[src/verilog/gpio_exp_pkg.sv]
// Constants and types shared by the two-wire GPIO expander
package gpio_exp_pkg;
	localparam int          DATA_W        = 8;
	localparam logic [3:0]  ADDR_BASE     = 4'h4;
	localparam logic [7:0]  CMD_INPUT     = 8'h00;
	localparam logic [7:0]  CMD_OUTPUT    = 8'h01;
	localparam logic [7:0]  CMD_POLARITY  = 8'h02;
	localparam logic [7:0]  CMD_CONFIG    = 8'h03;
	localparam logic [7:0]  CMD_DRIVE0    = 8'h40;
	localparam logic [7:0]  CMD_DRIVE1    = 8'h41;
	localparam logic [7:0]  CMD_LATCH     = 8'h42;
	localparam logic [7:0]  CMD_PULL_EN   = 8'h43;
	localparam logic [7:0]  CMD_PULL_SEL  = 8'h44;
	localparam logic [7:0]  CMD_INT_MASK  = 8'h45;
	localparam logic [7:0]  CMD_INT_STAT  = 8'h46;
	localparam logic [7:0]  CMD_OUT_CONF  = 8'h4F;
	localparam logic [7:0]  RST_ONES      = 8'hFF;
	localparam logic [7:0]  RST_ZEROS     = 8'h00;
	localparam logic [2:0]  BIT_LAST      = 3'h0;
	localparam logic [2:0]  BIT_FIRST     = 3'h7;
	typedef enum logic [2:0] {
		ST_IDLE  = 3'b000,
		ST_ADDR  = 3'b001,
		ST_ACK   = 3'b010,
		ST_WRITE = 3'b011,
		ST_READ  = 3'b100,
		ST_RACK  = 3'b101
	} link_state_t;
endpackage : gpio_exp_pkg

[src/verilog/reg_bus_if.sv]
// Byte-wide register access between the link engine and the register file
`timescale 1ns/1ps
interface reg_bus_if;
	logic       wr;
	logic       rd;
	logic [7:0] ptr;
	logic [7:0] wdata;
	logic [7:0] rdata;
	modport link (output wr, output rd, output ptr, output wdata,
		input rdata);
	modport regs (input wr, input rd, input ptr, input wdata,
		output rdata);
endinterface : reg_bus_if

[src/verilog/gpio_expander.sv]
// Top of the 8-bit two-wire GPIO expander: registers, pins and interrupt
//
// Overview of operation
// - Interrupt asserts when an unmasked input differs from the input register.
// - Interrupt pin is open-drain, pulled low when active, released otherwise.
// - All interrupt mask bits are set after reset.
// - All port pins are inputs after reset, nothing driven.
// - Reset puts every register at its default value.
// - Direction, input, output and polarity registers are eight bits each.
// - Three strap pins give the low slave address bits.
// - Latched pin holds captured change until input register is read.
// - A set mask bit stops that pin raising the interrupt.
// - Read-only status register shows which pins caused the interrupt.
// - One bank bit chooses push-pull or open-drain outputs.
// - Each output pin has a two-bit drive strength setting.
// - Per-pin enable connects the pull resistor or leaves input floating.
// - Per-pin select bit chooses pull-up or pull-down.
// - Output levels stay stored until the master writes new data.
// - Command byte after address is stored as write-only register pointer.
// - Address byte LSB set means read, clear means write.
// - Input register reflects pin levels whether input or output.
`timescale 1ns/1ps
module gpio_expander (
	input  wire logic                            mclk,
	input  wire logic                            reset,
	input  wire logic                            scl_in,
	input  wire logic                            sda_in,
	output logic                                 sda_out,
	output logic                                 sda_oe,
	input  wire logic                            addr_strap_bit0,
	input  wire logic                            addr_strap_bit1,
	input  wire logic                            addr_strap_bit2,
	input  wire logic [gpio_exp_pkg::DATA_W-1:0] port_in,
	output logic      [gpio_exp_pkg::DATA_W-1:0] port_out,
	output logic      [gpio_exp_pkg::DATA_W-1:0] port_oe,
	output logic      [gpio_exp_pkg::DATA_W-1:0] pull_en,
	output logic      [gpio_exp_pkg::DATA_W-1:0] pull_up,
	output logic      [gpio_exp_pkg::DATA_W-1:0] drive_lo,
	output logic      [gpio_exp_pkg::DATA_W-1:0] drive_hi,
	output logic                                 int_out,
	output logic                                 int_oe
);
	import gpio_exp_pkg::*;

	reg_bus_if bus ();

	logic [DATA_W-1:0] pin_s1_ff;
	logic [DATA_W-1:0] pin_s2_ff;
	logic [2:0]        strap_s1_ff;
	logic [2:0]        strap_s2_ff;
	logic [DATA_W-1:0] in_reg_ff;
	logic [DATA_W-1:0] out_ff;
	logic [DATA_W-1:0] pol_ff;
	logic [DATA_W-1:0] cfg_ff;
	logic [DATA_W-1:0] drv0_ff;
	logic [DATA_W-1:0] drv1_ff;
	logic [DATA_W-1:0] latch_ff;
	logic [DATA_W-1:0] pen_ff;
	logic [DATA_W-1:0] psel_ff;
	logic [DATA_W-1:0] mask_ff;
	logic [DATA_W-1:0] held_ff;
	logic [DATA_W-1:0] stat_ff;
	logic              odrain_ff;
	logic [DATA_W-1:0] rdata_ff;
	logic [DATA_W-1:0] pin_val;
	logic [DATA_W-1:0] diff;
	logic [DATA_W-1:0] nxt_in_reg;
	logic [DATA_W-1:0] nxt_held;
	logic              in_read;

	// Pins are asynchronous to mclk
	always_ff @(posedge mclk) begin
		if (reset) begin
			pin_s1_ff <= RST_ZEROS;
			pin_s2_ff <= RST_ZEROS;
		end else begin
			pin_s1_ff <= port_in;
			pin_s2_ff <= pin_s1_ff;
		end
	end

	// Straps are meant to be static, but a board may move them live;
	// two flops each keep a moving strap from splitting the address match
	always_ff @(posedge mclk) begin
		if (reset) begin
			strap_s1_ff <= RST_ZEROS[2:0];
			strap_s2_ff <= RST_ZEROS[2:0];
		end else begin
			strap_s1_ff <= {addr_strap_bit2, addr_strap_bit1,
				addr_strap_bit0};
			strap_s2_ff <= strap_s1_ff;
		end
	end

	i2c_slave_link u_link (
		.mclk       (mclk),
		.reset      (reset),
		.scl_in     (scl_in),
		.sda_in     (sda_in),
		.sda_oe     (sda_oe),
		.addr_strap (strap_s2_ff),
		.bus        (bus.link)
	);

	// Pin level after polarity, whatever the direction
	assign pin_val = pin_s2_ff ^ pol_ff;
	assign diff    = pin_val ^ in_reg_ff;
	assign in_read = bus.rd && bus.ptr == CMD_INPUT;

	// Latched pins hold a change until read; others track the pin
	always_comb begin
		nxt_held   = held_ff;
		nxt_in_reg = in_reg_ff;
		if (in_read) begin
			nxt_held = RST_ZEROS;
		end
		for (int i = 0; i < DATA_W; i++) begin
			if (!nxt_held[i]) begin
				nxt_in_reg[i] = pin_val[i];
				if (latch_ff[i] && diff[i]) begin
					nxt_held[i] = 1'b1;
				end
			end
		end
	end

	always_ff @(posedge mclk) begin
		if (reset) begin
			in_reg_ff <= RST_ZEROS;
			held_ff   <= RST_ZEROS;
		end else begin
			in_reg_ff <= nxt_in_reg;
			held_ff   <= nxt_held;
		end
	end

	// Status collects unmasked changes; a new change beats the read clear
	always_ff @(posedge mclk) begin
		if (reset) begin
			stat_ff <= RST_ZEROS;
		end else begin
			stat_ff <= (in_read ? RST_ZEROS : stat_ff) | (diff & ~mask_ff);
		end
	end

	// Register writes; output data held until rewritten
	always_ff @(posedge mclk) begin
		if (reset) begin
			out_ff    <= RST_ONES;
			pol_ff    <= RST_ZEROS;
			cfg_ff    <= RST_ONES;
		end else if (bus.wr) begin
			unique case (bus.ptr)
			CMD_OUTPUT:   out_ff    <= bus.wdata;
			CMD_POLARITY: pol_ff    <= bus.wdata;
			CMD_CONFIG:   cfg_ff    <= bus.wdata;
			default: ;
			endcase
		end
	end

	// Extended pin features sit in their own block
	always_ff @(posedge mclk) begin
		if (reset) begin
			drv0_ff   <= RST_ONES;
			drv1_ff   <= RST_ONES;
			latch_ff  <= RST_ZEROS;
			pen_ff    <= RST_ZEROS;
			psel_ff   <= RST_ONES;
			mask_ff   <= RST_ONES;
			odrain_ff <= 1'b0;
		end else if (bus.wr) begin
			unique case (bus.ptr)
			CMD_DRIVE0:   drv0_ff   <= bus.wdata;
			CMD_DRIVE1:   drv1_ff   <= bus.wdata;
			CMD_LATCH:    latch_ff  <= bus.wdata;
			CMD_PULL_EN:  pen_ff    <= bus.wdata;
			CMD_PULL_SEL: psel_ff   <= bus.wdata;
			CMD_INT_MASK: mask_ff   <= bus.wdata;
			CMD_OUT_CONF: odrain_ff <= bus.wdata[0];
			default: ;
			endcase
		end
	end

	// Read data registered on the read strobe; pointer itself reads nowhere
	always_ff @(posedge mclk) begin
		if (reset) begin
			rdata_ff <= RST_ZEROS;
		end else if (bus.rd) begin
			unique case (bus.ptr)
			CMD_INPUT:    rdata_ff <= in_reg_ff;
			CMD_OUTPUT:   rdata_ff <= out_ff;
			CMD_POLARITY: rdata_ff <= pol_ff;
			CMD_CONFIG:   rdata_ff <= cfg_ff;
			CMD_DRIVE0:   rdata_ff <= drv0_ff;
			CMD_DRIVE1:   rdata_ff <= drv1_ff;
			CMD_LATCH:    rdata_ff <= latch_ff;
			CMD_PULL_EN:  rdata_ff <= pen_ff;
			CMD_PULL_SEL: rdata_ff <= psel_ff;
			CMD_INT_MASK: rdata_ff <= mask_ff;
			CMD_INT_STAT: rdata_ff <= stat_ff;
			CMD_OUT_CONF: rdata_ff <= {7'h00, odrain_ff};
			default:      rdata_ff <= RST_ZEROS;
			endcase
		end
	end
	assign bus.rdata = rdata_ff;

	// Open-drain mode drives only low levels
	assign port_out = out_ff;
	assign port_oe  = ~cfg_ff & (odrain_ff ? ~out_ff : RST_ONES);
	assign pull_en  = pen_ff;
	assign pull_up  = psel_ff;
	assign drive_lo = drv0_ff;
	assign drive_hi = drv1_ff;
	assign sda_out  = 1'b0;
	assign int_out  = 1'b0;
	assign int_oe   = |stat_ff;
endmodule : gpio_expander

[src/verilog/i2c_slave_link.sv]
// Two-wire serial slave engine: address, pointer, byte writes and reads
`timescale 1ns/1ps
module i2c_slave_link (
	input  wire logic        mclk,
	input  wire logic        reset,
	input  wire logic        scl_in,
	input  wire logic        sda_in,
	output logic             sda_oe,
	input  wire logic [2:0]  addr_strap,
	reg_bus_if.link          bus
);
	import gpio_exp_pkg::*;

	logic [1:0]  scl_sync_ff;
	logic [1:0]  sda_sync_ff;
	logic        scl_d_ff;
	logic        sda_d_ff;
	link_state_t state_ff;
	logic [7:0]  shift_ff;
	logic [2:0]  bit_ff;
	logic        rnw_ff;
	logic        have_ptr_ff;
	logic        nack_ff;
	logic        rise_seen_ff;
	logic [7:0]  ptr_ff;
	logic        wr_ff;
	logic        rd_ff;
	logic        sda_oe_ff;
	logic        scl_s;
	logic        sda_s;
	logic        scl_rise;
	logic        scl_fall;
	logic        start_c;
	logic        stop_c;

	// Pins are asynchronous to mclk
	always_ff @(posedge mclk) begin
		if (reset) begin
			scl_sync_ff <= 2'h3;
			sda_sync_ff <= 2'h3;
			scl_d_ff    <= 1'b1;
			sda_d_ff    <= 1'b1;
		end else begin
			scl_sync_ff <= {scl_sync_ff[0], scl_in};
			sda_sync_ff <= {sda_sync_ff[0], sda_in};
			scl_d_ff    <= scl_sync_ff[1];
			sda_d_ff    <= sda_sync_ff[1];
		end
	end

	// 40 MHz sampling leaves ~100 samples per 400 kHz bit
	assign scl_s    = scl_sync_ff[1];
	assign sda_s    = sda_sync_ff[1];
	assign scl_rise = scl_s & ~scl_d_ff;
	assign scl_fall = ~scl_s & scl_d_ff;
	assign start_c  = scl_s & scl_d_ff & sda_d_ff & ~sda_s;
	assign stop_c   = scl_s & scl_d_ff & ~sda_d_ff & sda_s;

	always_ff @(posedge mclk) begin
		if (reset) begin
			state_ff    <= ST_IDLE;
			shift_ff    <= RST_ZEROS;
			bit_ff      <= BIT_FIRST;
			rnw_ff      <= 1'b0;
			have_ptr_ff <= 1'b0;
			nack_ff     <= 1'b0;
			rise_seen_ff <= 1'b0;
			ptr_ff      <= CMD_INPUT;
			wr_ff       <= 1'b0;
			rd_ff       <= 1'b0;
			sda_oe_ff   <= 1'b0;
		end else begin
			wr_ff <= 1'b0;
			rd_ff <= 1'b0;
			if (start_c) begin
				state_ff  <= ST_ADDR;
				bit_ff    <= BIT_FIRST;
				rise_seen_ff <= 1'b0;
				sda_oe_ff <= 1'b0;
			end else if (stop_c) begin
				state_ff  <= ST_IDLE;
				sda_oe_ff <= 1'b0;
			end else begin
				unique case (state_ff)
				ST_IDLE: begin
				end
				ST_ADDR, ST_WRITE: begin
					if (scl_rise) begin
						shift_ff     <= {shift_ff[6:0], sda_s};
						rise_seen_ff <= 1'b1;
					end
					// The clock fall that closes a START carries no bit
					if (scl_fall && rise_seen_ff && bit_ff == BIT_LAST) begin
						if (state_ff == ST_ADDR) begin
							// Upper nibble fixed, strap bits below, R/W last
							if (shift_ff[7:1] == {ADDR_BASE, addr_strap}) begin
								rnw_ff      <= shift_ff[0];
								have_ptr_ff <= 1'b0;
								sda_oe_ff   <= 1'b1;
								state_ff    <= ST_ACK;
								if (shift_ff[0]) begin
									rd_ff <= 1'b1;
								end
							end else begin
								state_ff <= ST_IDLE;
							end
						end else begin
							if (!have_ptr_ff) begin
								ptr_ff      <= shift_ff;
								have_ptr_ff <= 1'b1;
							end else begin
								wr_ff <= 1'b1;
							end
							sda_oe_ff <= 1'b1;
							state_ff  <= ST_ACK;
						end
					end else if (scl_fall && rise_seen_ff) begin
						bit_ff <= bit_ff - 3'h1;
					end
				end
				ST_ACK: begin
					if (scl_fall) begin
						bit_ff <= BIT_FIRST;
						if (rnw_ff) begin
							shift_ff  <= bus.rdata;
							sda_oe_ff <= ~bus.rdata[7];
							state_ff  <= ST_READ;
						end else begin
							sda_oe_ff <= 1'b0;
							state_ff  <= ST_WRITE;
						end
					end
				end
				ST_READ: begin
					if (scl_fall) begin
						if (bit_ff == BIT_LAST) begin
							sda_oe_ff <= 1'b0;
							state_ff  <= ST_RACK;
						end else begin
							bit_ff    <= bit_ff - 3'h1;
							shift_ff  <= {shift_ff[6:0], 1'b0};
							sda_oe_ff <= ~shift_ff[6];
						end
					end
				end
				ST_RACK: begin
					if (scl_rise) begin
						nack_ff <= sda_s;
						if (!sda_s) begin
							rd_ff <= 1'b1;
						end
					end
					// Next byte must be on the line as soon as the ack ends
					if (scl_fall) begin
						bit_ff    <= BIT_FIRST;
						shift_ff  <= bus.rdata;
						sda_oe_ff <= ~nack_ff & ~bus.rdata[7];
						state_ff  <= nack_ff ? ST_IDLE : ST_READ;
					end
				end
				default: state_ff <= ST_IDLE;
				endcase
			end
		end
	end

	assign sda_oe    = sda_oe_ff;
	assign bus.wr    = wr_ff;
	assign bus.rd    = rd_ff;
	assign bus.ptr   = ptr_ff;
	assign bus.wdata = shift_ff;
endmodule : i2c_slave_link

[config.mk]
export PLATFORM = sky130hd
export DESIGN_NAME = gpio_expander
export DESIGN_NICKNAME = d
export VERILOG_FILES = /design/src/verilog/gpio_exp_pkg.sv /design/src/verilog/reg_bus_if.sv /design/src/verilog/gpio_expander.sv /design/src/verilog/i2c_slave_link.sv
export SDC_FILE = /design/constraint.sdc
export NUM_CORES = 1
export LEC_CHECK = 0
export ABC_AREA = 1
export BUFFER_PORTS_ARGS = -buffer_cell sky130_fd_sc_hd__buf_2
export CAP_MARGIN = 5
export CORE_ASPECT_RATIO = 2
export CORE_MARGIN = 4
export CORE_UTILIZATION = 35
export DETAILED_ROUTE_END_ITERATION = 10
export GPL_ROUTABILITY_DRIVEN = 0
export PLACE_DENSITY_LB_ADDON = 0.05
export SLEW_MARGIN = 30
export SYNTH_ARGS = -nofsm -noshare
export SYNTH_HDL_FRONTEND = slang
export SYNTH_HIERARCHICAL = 1
export SYNTH_SLANG_ARGS = --single-unit
[constraint.sdc]
create_clock -name mclk -period 1.7 [get_ports mclk]
set_input_delay 0.17 -clock mclk [delete_from_list [all_inputs] [get_ports mclk]]
set_output_delay 0.17 -clock mclk [all_outputs]
set_load 0.01 [all_outputs]
==> flow_metrics.py <==
metrics = {
    "route": {
        "wirelength_microns": 25610,
        "num_vias": 7083,
        "post_drt_wl_per_cell_microns": 17.62,
        "drt_pre_antenna_iters": 5,
        "ant_nets": 0,
        "dr.first_iter.drc_count": 377,
        "drc": 0,
        "drt-vias-per-instance": 4.871,
    },
    "global_route": {
        "groute.usage.overall_pct": 21.40,
        "grt_antenna_before_repair": 0,
        "grt_pass1_vias": 6932,
        "grt_first_pass_wirelength_microns": 38780,
        "largest_net_degree_at_the_start_of_global_routing": 66,
        "global_route.overflow_total": 0,
    },
    "cts": {
        "cts.clk_slew.worst_paths_ns": 0.07,
        "clock_tree.htree_level_count": 4,
        "tritoncts_num_sinks": 162,
        "ctsLongestPathBuffers": 2,
        "clock_tree_from_tritoncts": "built",
        "worst_skew_pair.late_latency_ns": 0.44,
        "cts_root_buffer": "sky130_fd_sc_hd__clkbuf_16",
        "numCtsBuffers": 17,
    },
    "worst_setup_path": {
        "crit_type": "flip-flop to flip-flop",
        "crit_path_largest_cell_delay_ns": 0.33,
        "cp_data_required_time_ns": 2.07,
        "end_kind": "flip-flop",
        "slowest_stage": "sky130_fd_sc_hd__dfxtp_1",
        "crit_path_dat_ns": 1.97,
        "start_kind": "flip-flop",
        "critical_path.cell_chain": "nor2_2 -> nand2_2 -> buf_4 -> nor2_4 -> buf_12 -> nand2_2 -> buf_12 -> nand2_1 -> nand2_1 -> a21oi_1",
        "worst_reg2reg_setup_slack_ns": 0.10,
        "number_of_buffers_and_inverters_on_the_critical_path": 3,
        "critical_path_peak_fanout": 21,
        "crit_family": "simple AND/OR/NAND/NOR gates",
    },
    "synth": {
        "synth_flop_cell": "sky130_fd_sc_hd__dfxtp_1",
        "synth.lib_cells_used.distinct": 38,
        "yosys_warnings": 6,
        "synthDominantCellAreaShare_pct": 43.47,
        "synth_seq_area_share_pct": 43.47,
        "postSynthCellCount": 1057,
        "synth-edff-count": 0,
        "postSynth.asyncResetShare_pct": 0,
        "ys_top_cells_by_area": "sky130_fd_sc_hd__dfxtp_1 43%, sky130_fd_sc_hd__nand2_1 13%, sky130_fd_sc_hd__nand3_1 9.7%",
        "syn_area_sq_um": 7461,
        "synthesis.area_per_instance_sq_um": 7.059,
        "synth_top_cell_by_area": "sky130_fd_sc_hd__dfxtp_1",
        "synth.ff_latch_count": 162,
    },
    "timing": {
        "fmaxAchievable_mhz": 626.6,
        "finalSetupViolCount": 0,
        "grt_setup_unrepaired": "yes",
        "skew_ns": 0.009520,
        "timing_max_transition_violations_final": 0,
        "final.setup.worst_slack_ns": 0.1040,
        "period_share_pct": 93.88,
        "hold_viol": 0,
        "post-route-min-period_ns": 1.596,
    },
    "final_layout": {
        "most_frequent_cells_in_the_layout": "263 x sky130_fd_sc_hd__nand2_1, 154 x sky130_fd_sc_hd__dfxtp_1, 144 x sky130_fd_sc_hd__nand3_1, 104 x sky130_fd_sc_hd__nor2_1, 94 x sky130_fd_sc_hd__inv_1",
        "n_antenna_cell": 0,
        "ratio_of_cells_with_drive_above_1_in_the_final_layout_pct": 21.60,
        "fin_cells": 1454,
        "design.final.nets": 1189,
        "flow.area_growth_from_synthesis_pct": 25.74,
        "finish.utilization_pct": 44.63,
        "final.fill_count": 2257,
        "layout.cell_area.non_filler_sq_um": 9382,
        "mostFrequentLayoutCell": "sky130_fd_sc_hd__nand2_1",
    },
    "placed_design": {
        "numPlacedInstances": 1396,
        "dpl_cell_area_sq_um": 8333,
        "place_hpwl_microns": 18840,
        "preCtsSetupSlack_ns": -0.05092,
        "port_buffers": 64,
    },
    "hold_path": {
        "min-delay-path-class": "primary input to flip-flop",
    },
    "floorplan": {
        "core_area_sq_um": 21020,
        "dieArea_sq_um": 23860,
        "die_h_microns": 214.5,
        "floorplan.initialDensity_pct": 35.49,
        "io-pin-count": 67,
        "row_count": 75,
        "fp.dieW_microns": 111.2,
    },
    "power": {
        "total_power_w": 0.009043,
        "power_per_cell_area_nw_per_um2": 963.9,
        "ir_drop_mv": 0.7767,
        "p_leak_nw": 4.284,
    },
    "outcome": {
        "outcome": "complete, no violations",
    },
    "run": {
        "max_cap_viol_count": 0,
    },
}
[cell usage after synthesis, types with 2 or more instances]
library cell and instances:
sky130_fd_sc_hd__nand2_1 265, sky130_fd_sc_hd__dfxtp_1 162, sky130_fd_sc_hd__nand3_1 145, sky130_fd_sc_hd__nor2_1 113, sky130_fd_sc_hd__inv_1 97, sky130_fd_sc_hd__a21oi_1 71, sky130_fd_sc_hd__o21ai_0 48, sky130_fd_sc_hd__clkbuf_1 23
sky130_fd_sc_hd__xor2_1 17, sky130_fd_sc_hd__inv_2 14, sky130_fd_sc_hd__nor2_4 13, sky130_fd_sc_hd__nand2_2 10, sky130_fd_sc_hd__a21oi_2 9, sky130_fd_sc_hd__buf_2 9, sky130_fd_sc_hd__buf_4 9, sky130_fd_sc_hd__buf_6 7
sky130_fd_sc_hd__or2_2 6, sky130_fd_sc_hd__nand4_1 5, sky130_fd_sc_hd__nand3_2 4, sky130_fd_sc_hd__nor3_1 3, sky130_fd_sc_hd__o21ai_2 3, sky130_fd_sc_hd__ha_1 2, sky130_fd_sc_hd__nand3_4 2, sky130_fd_sc_hd__nor2_2 2
sky130_fd_sc_hd__nor3_2 2, sky130_fd_sc_hd__nor4_1 2, sky130_fd_sc_hd__o211ai_1 2, sky130_fd_sc_hd__o21ai_1 2
[routing by layer]
layer / wire length (microns) / vias up / GRT usage, %
met5: 0 / - / 0
met4: 1292 / 0 / 11.41
met3: 764 / 53 / 3.925
met2: 14340 / 143 / 41.37
met1: 9214 / 3277 / 21.00
li1: - / 3610 / -
[kinds of logic after synthesis]
kind of cell / Yosys count / share of synthesized area, %
other: 1 / 0.05026
and+or+nand+nor: 573 / 34.43
xor gates and xnor gates: 17 / 1.996
AOI/OAI and AO/OA: 140 / 10.23
buffers and inverters: 162 / 9.492
DFF: 162 / 43.47
adders and majority gates: 2 / 0.3353
[power breakdown]
part | total [W] | switching, W | internal, W
logic | 0.000884 | 0.000594 | 0.000290
registers | 0.00395 | 0.0000702 | 0.00388
clock network | 0.00421 | 0.00168 | 0.00253
total | 0.00904 | 0.00234 | 0.00670
[path summary, 6_finish.rpt]
kind              depth (start not counted)         startpoint                   to
setup / recovery                         10  u_link/bus.ptr[5]         in_reg_ff[5]
hold / removal                            2              reset  u_link/bus.wdata[7]
setup reg to reg                         10  u_link/bus.ptr[5]         in_reg_ff[5]
hold reg to reg                           2       pin_s1_ff[3]         pin_s2_ff[3]
[metrics by stage]
| stage | TNS, ns | hold slack, ns |
|---|---|---|
| 2_1_floorplan | 0 | 0.2738 |
| 3_3_place_gp | -0.01931 | 0.3611 |
| 3_5_place_dp | -0.3409 | 0.3566 |
| 4_1_cts | 0 | 0.03007 |
| 5_1_grt | -0.03679 | 0.02848 |
| 6_report | 0 | 0.03768 |
[area by class of cell]
cell class                      instances  area, sq um  share of cell area, %
Multi-Input combinational cell        736         3635                  38.74
Sequential cell                       162         3253                  34.68
Clock buffer                           19        442.9                  4.721
Inverter                              113        426.7                  4.548
Clock inverter                         13        197.7                  2.107
Timing Repair Buffer                  142         1090                  11.62
Tap cell                              269        336.6                  3.588
[timing repair]
item	CTS	global route
resized for setup	2	40
hold endpoints to repair	13	0
setup endpoints to repair	13	54
pin swaps	0	8
hold buffers	13	0
setup buffers	0	9
cloned	0	4
(Power assumes the default switching activity.)
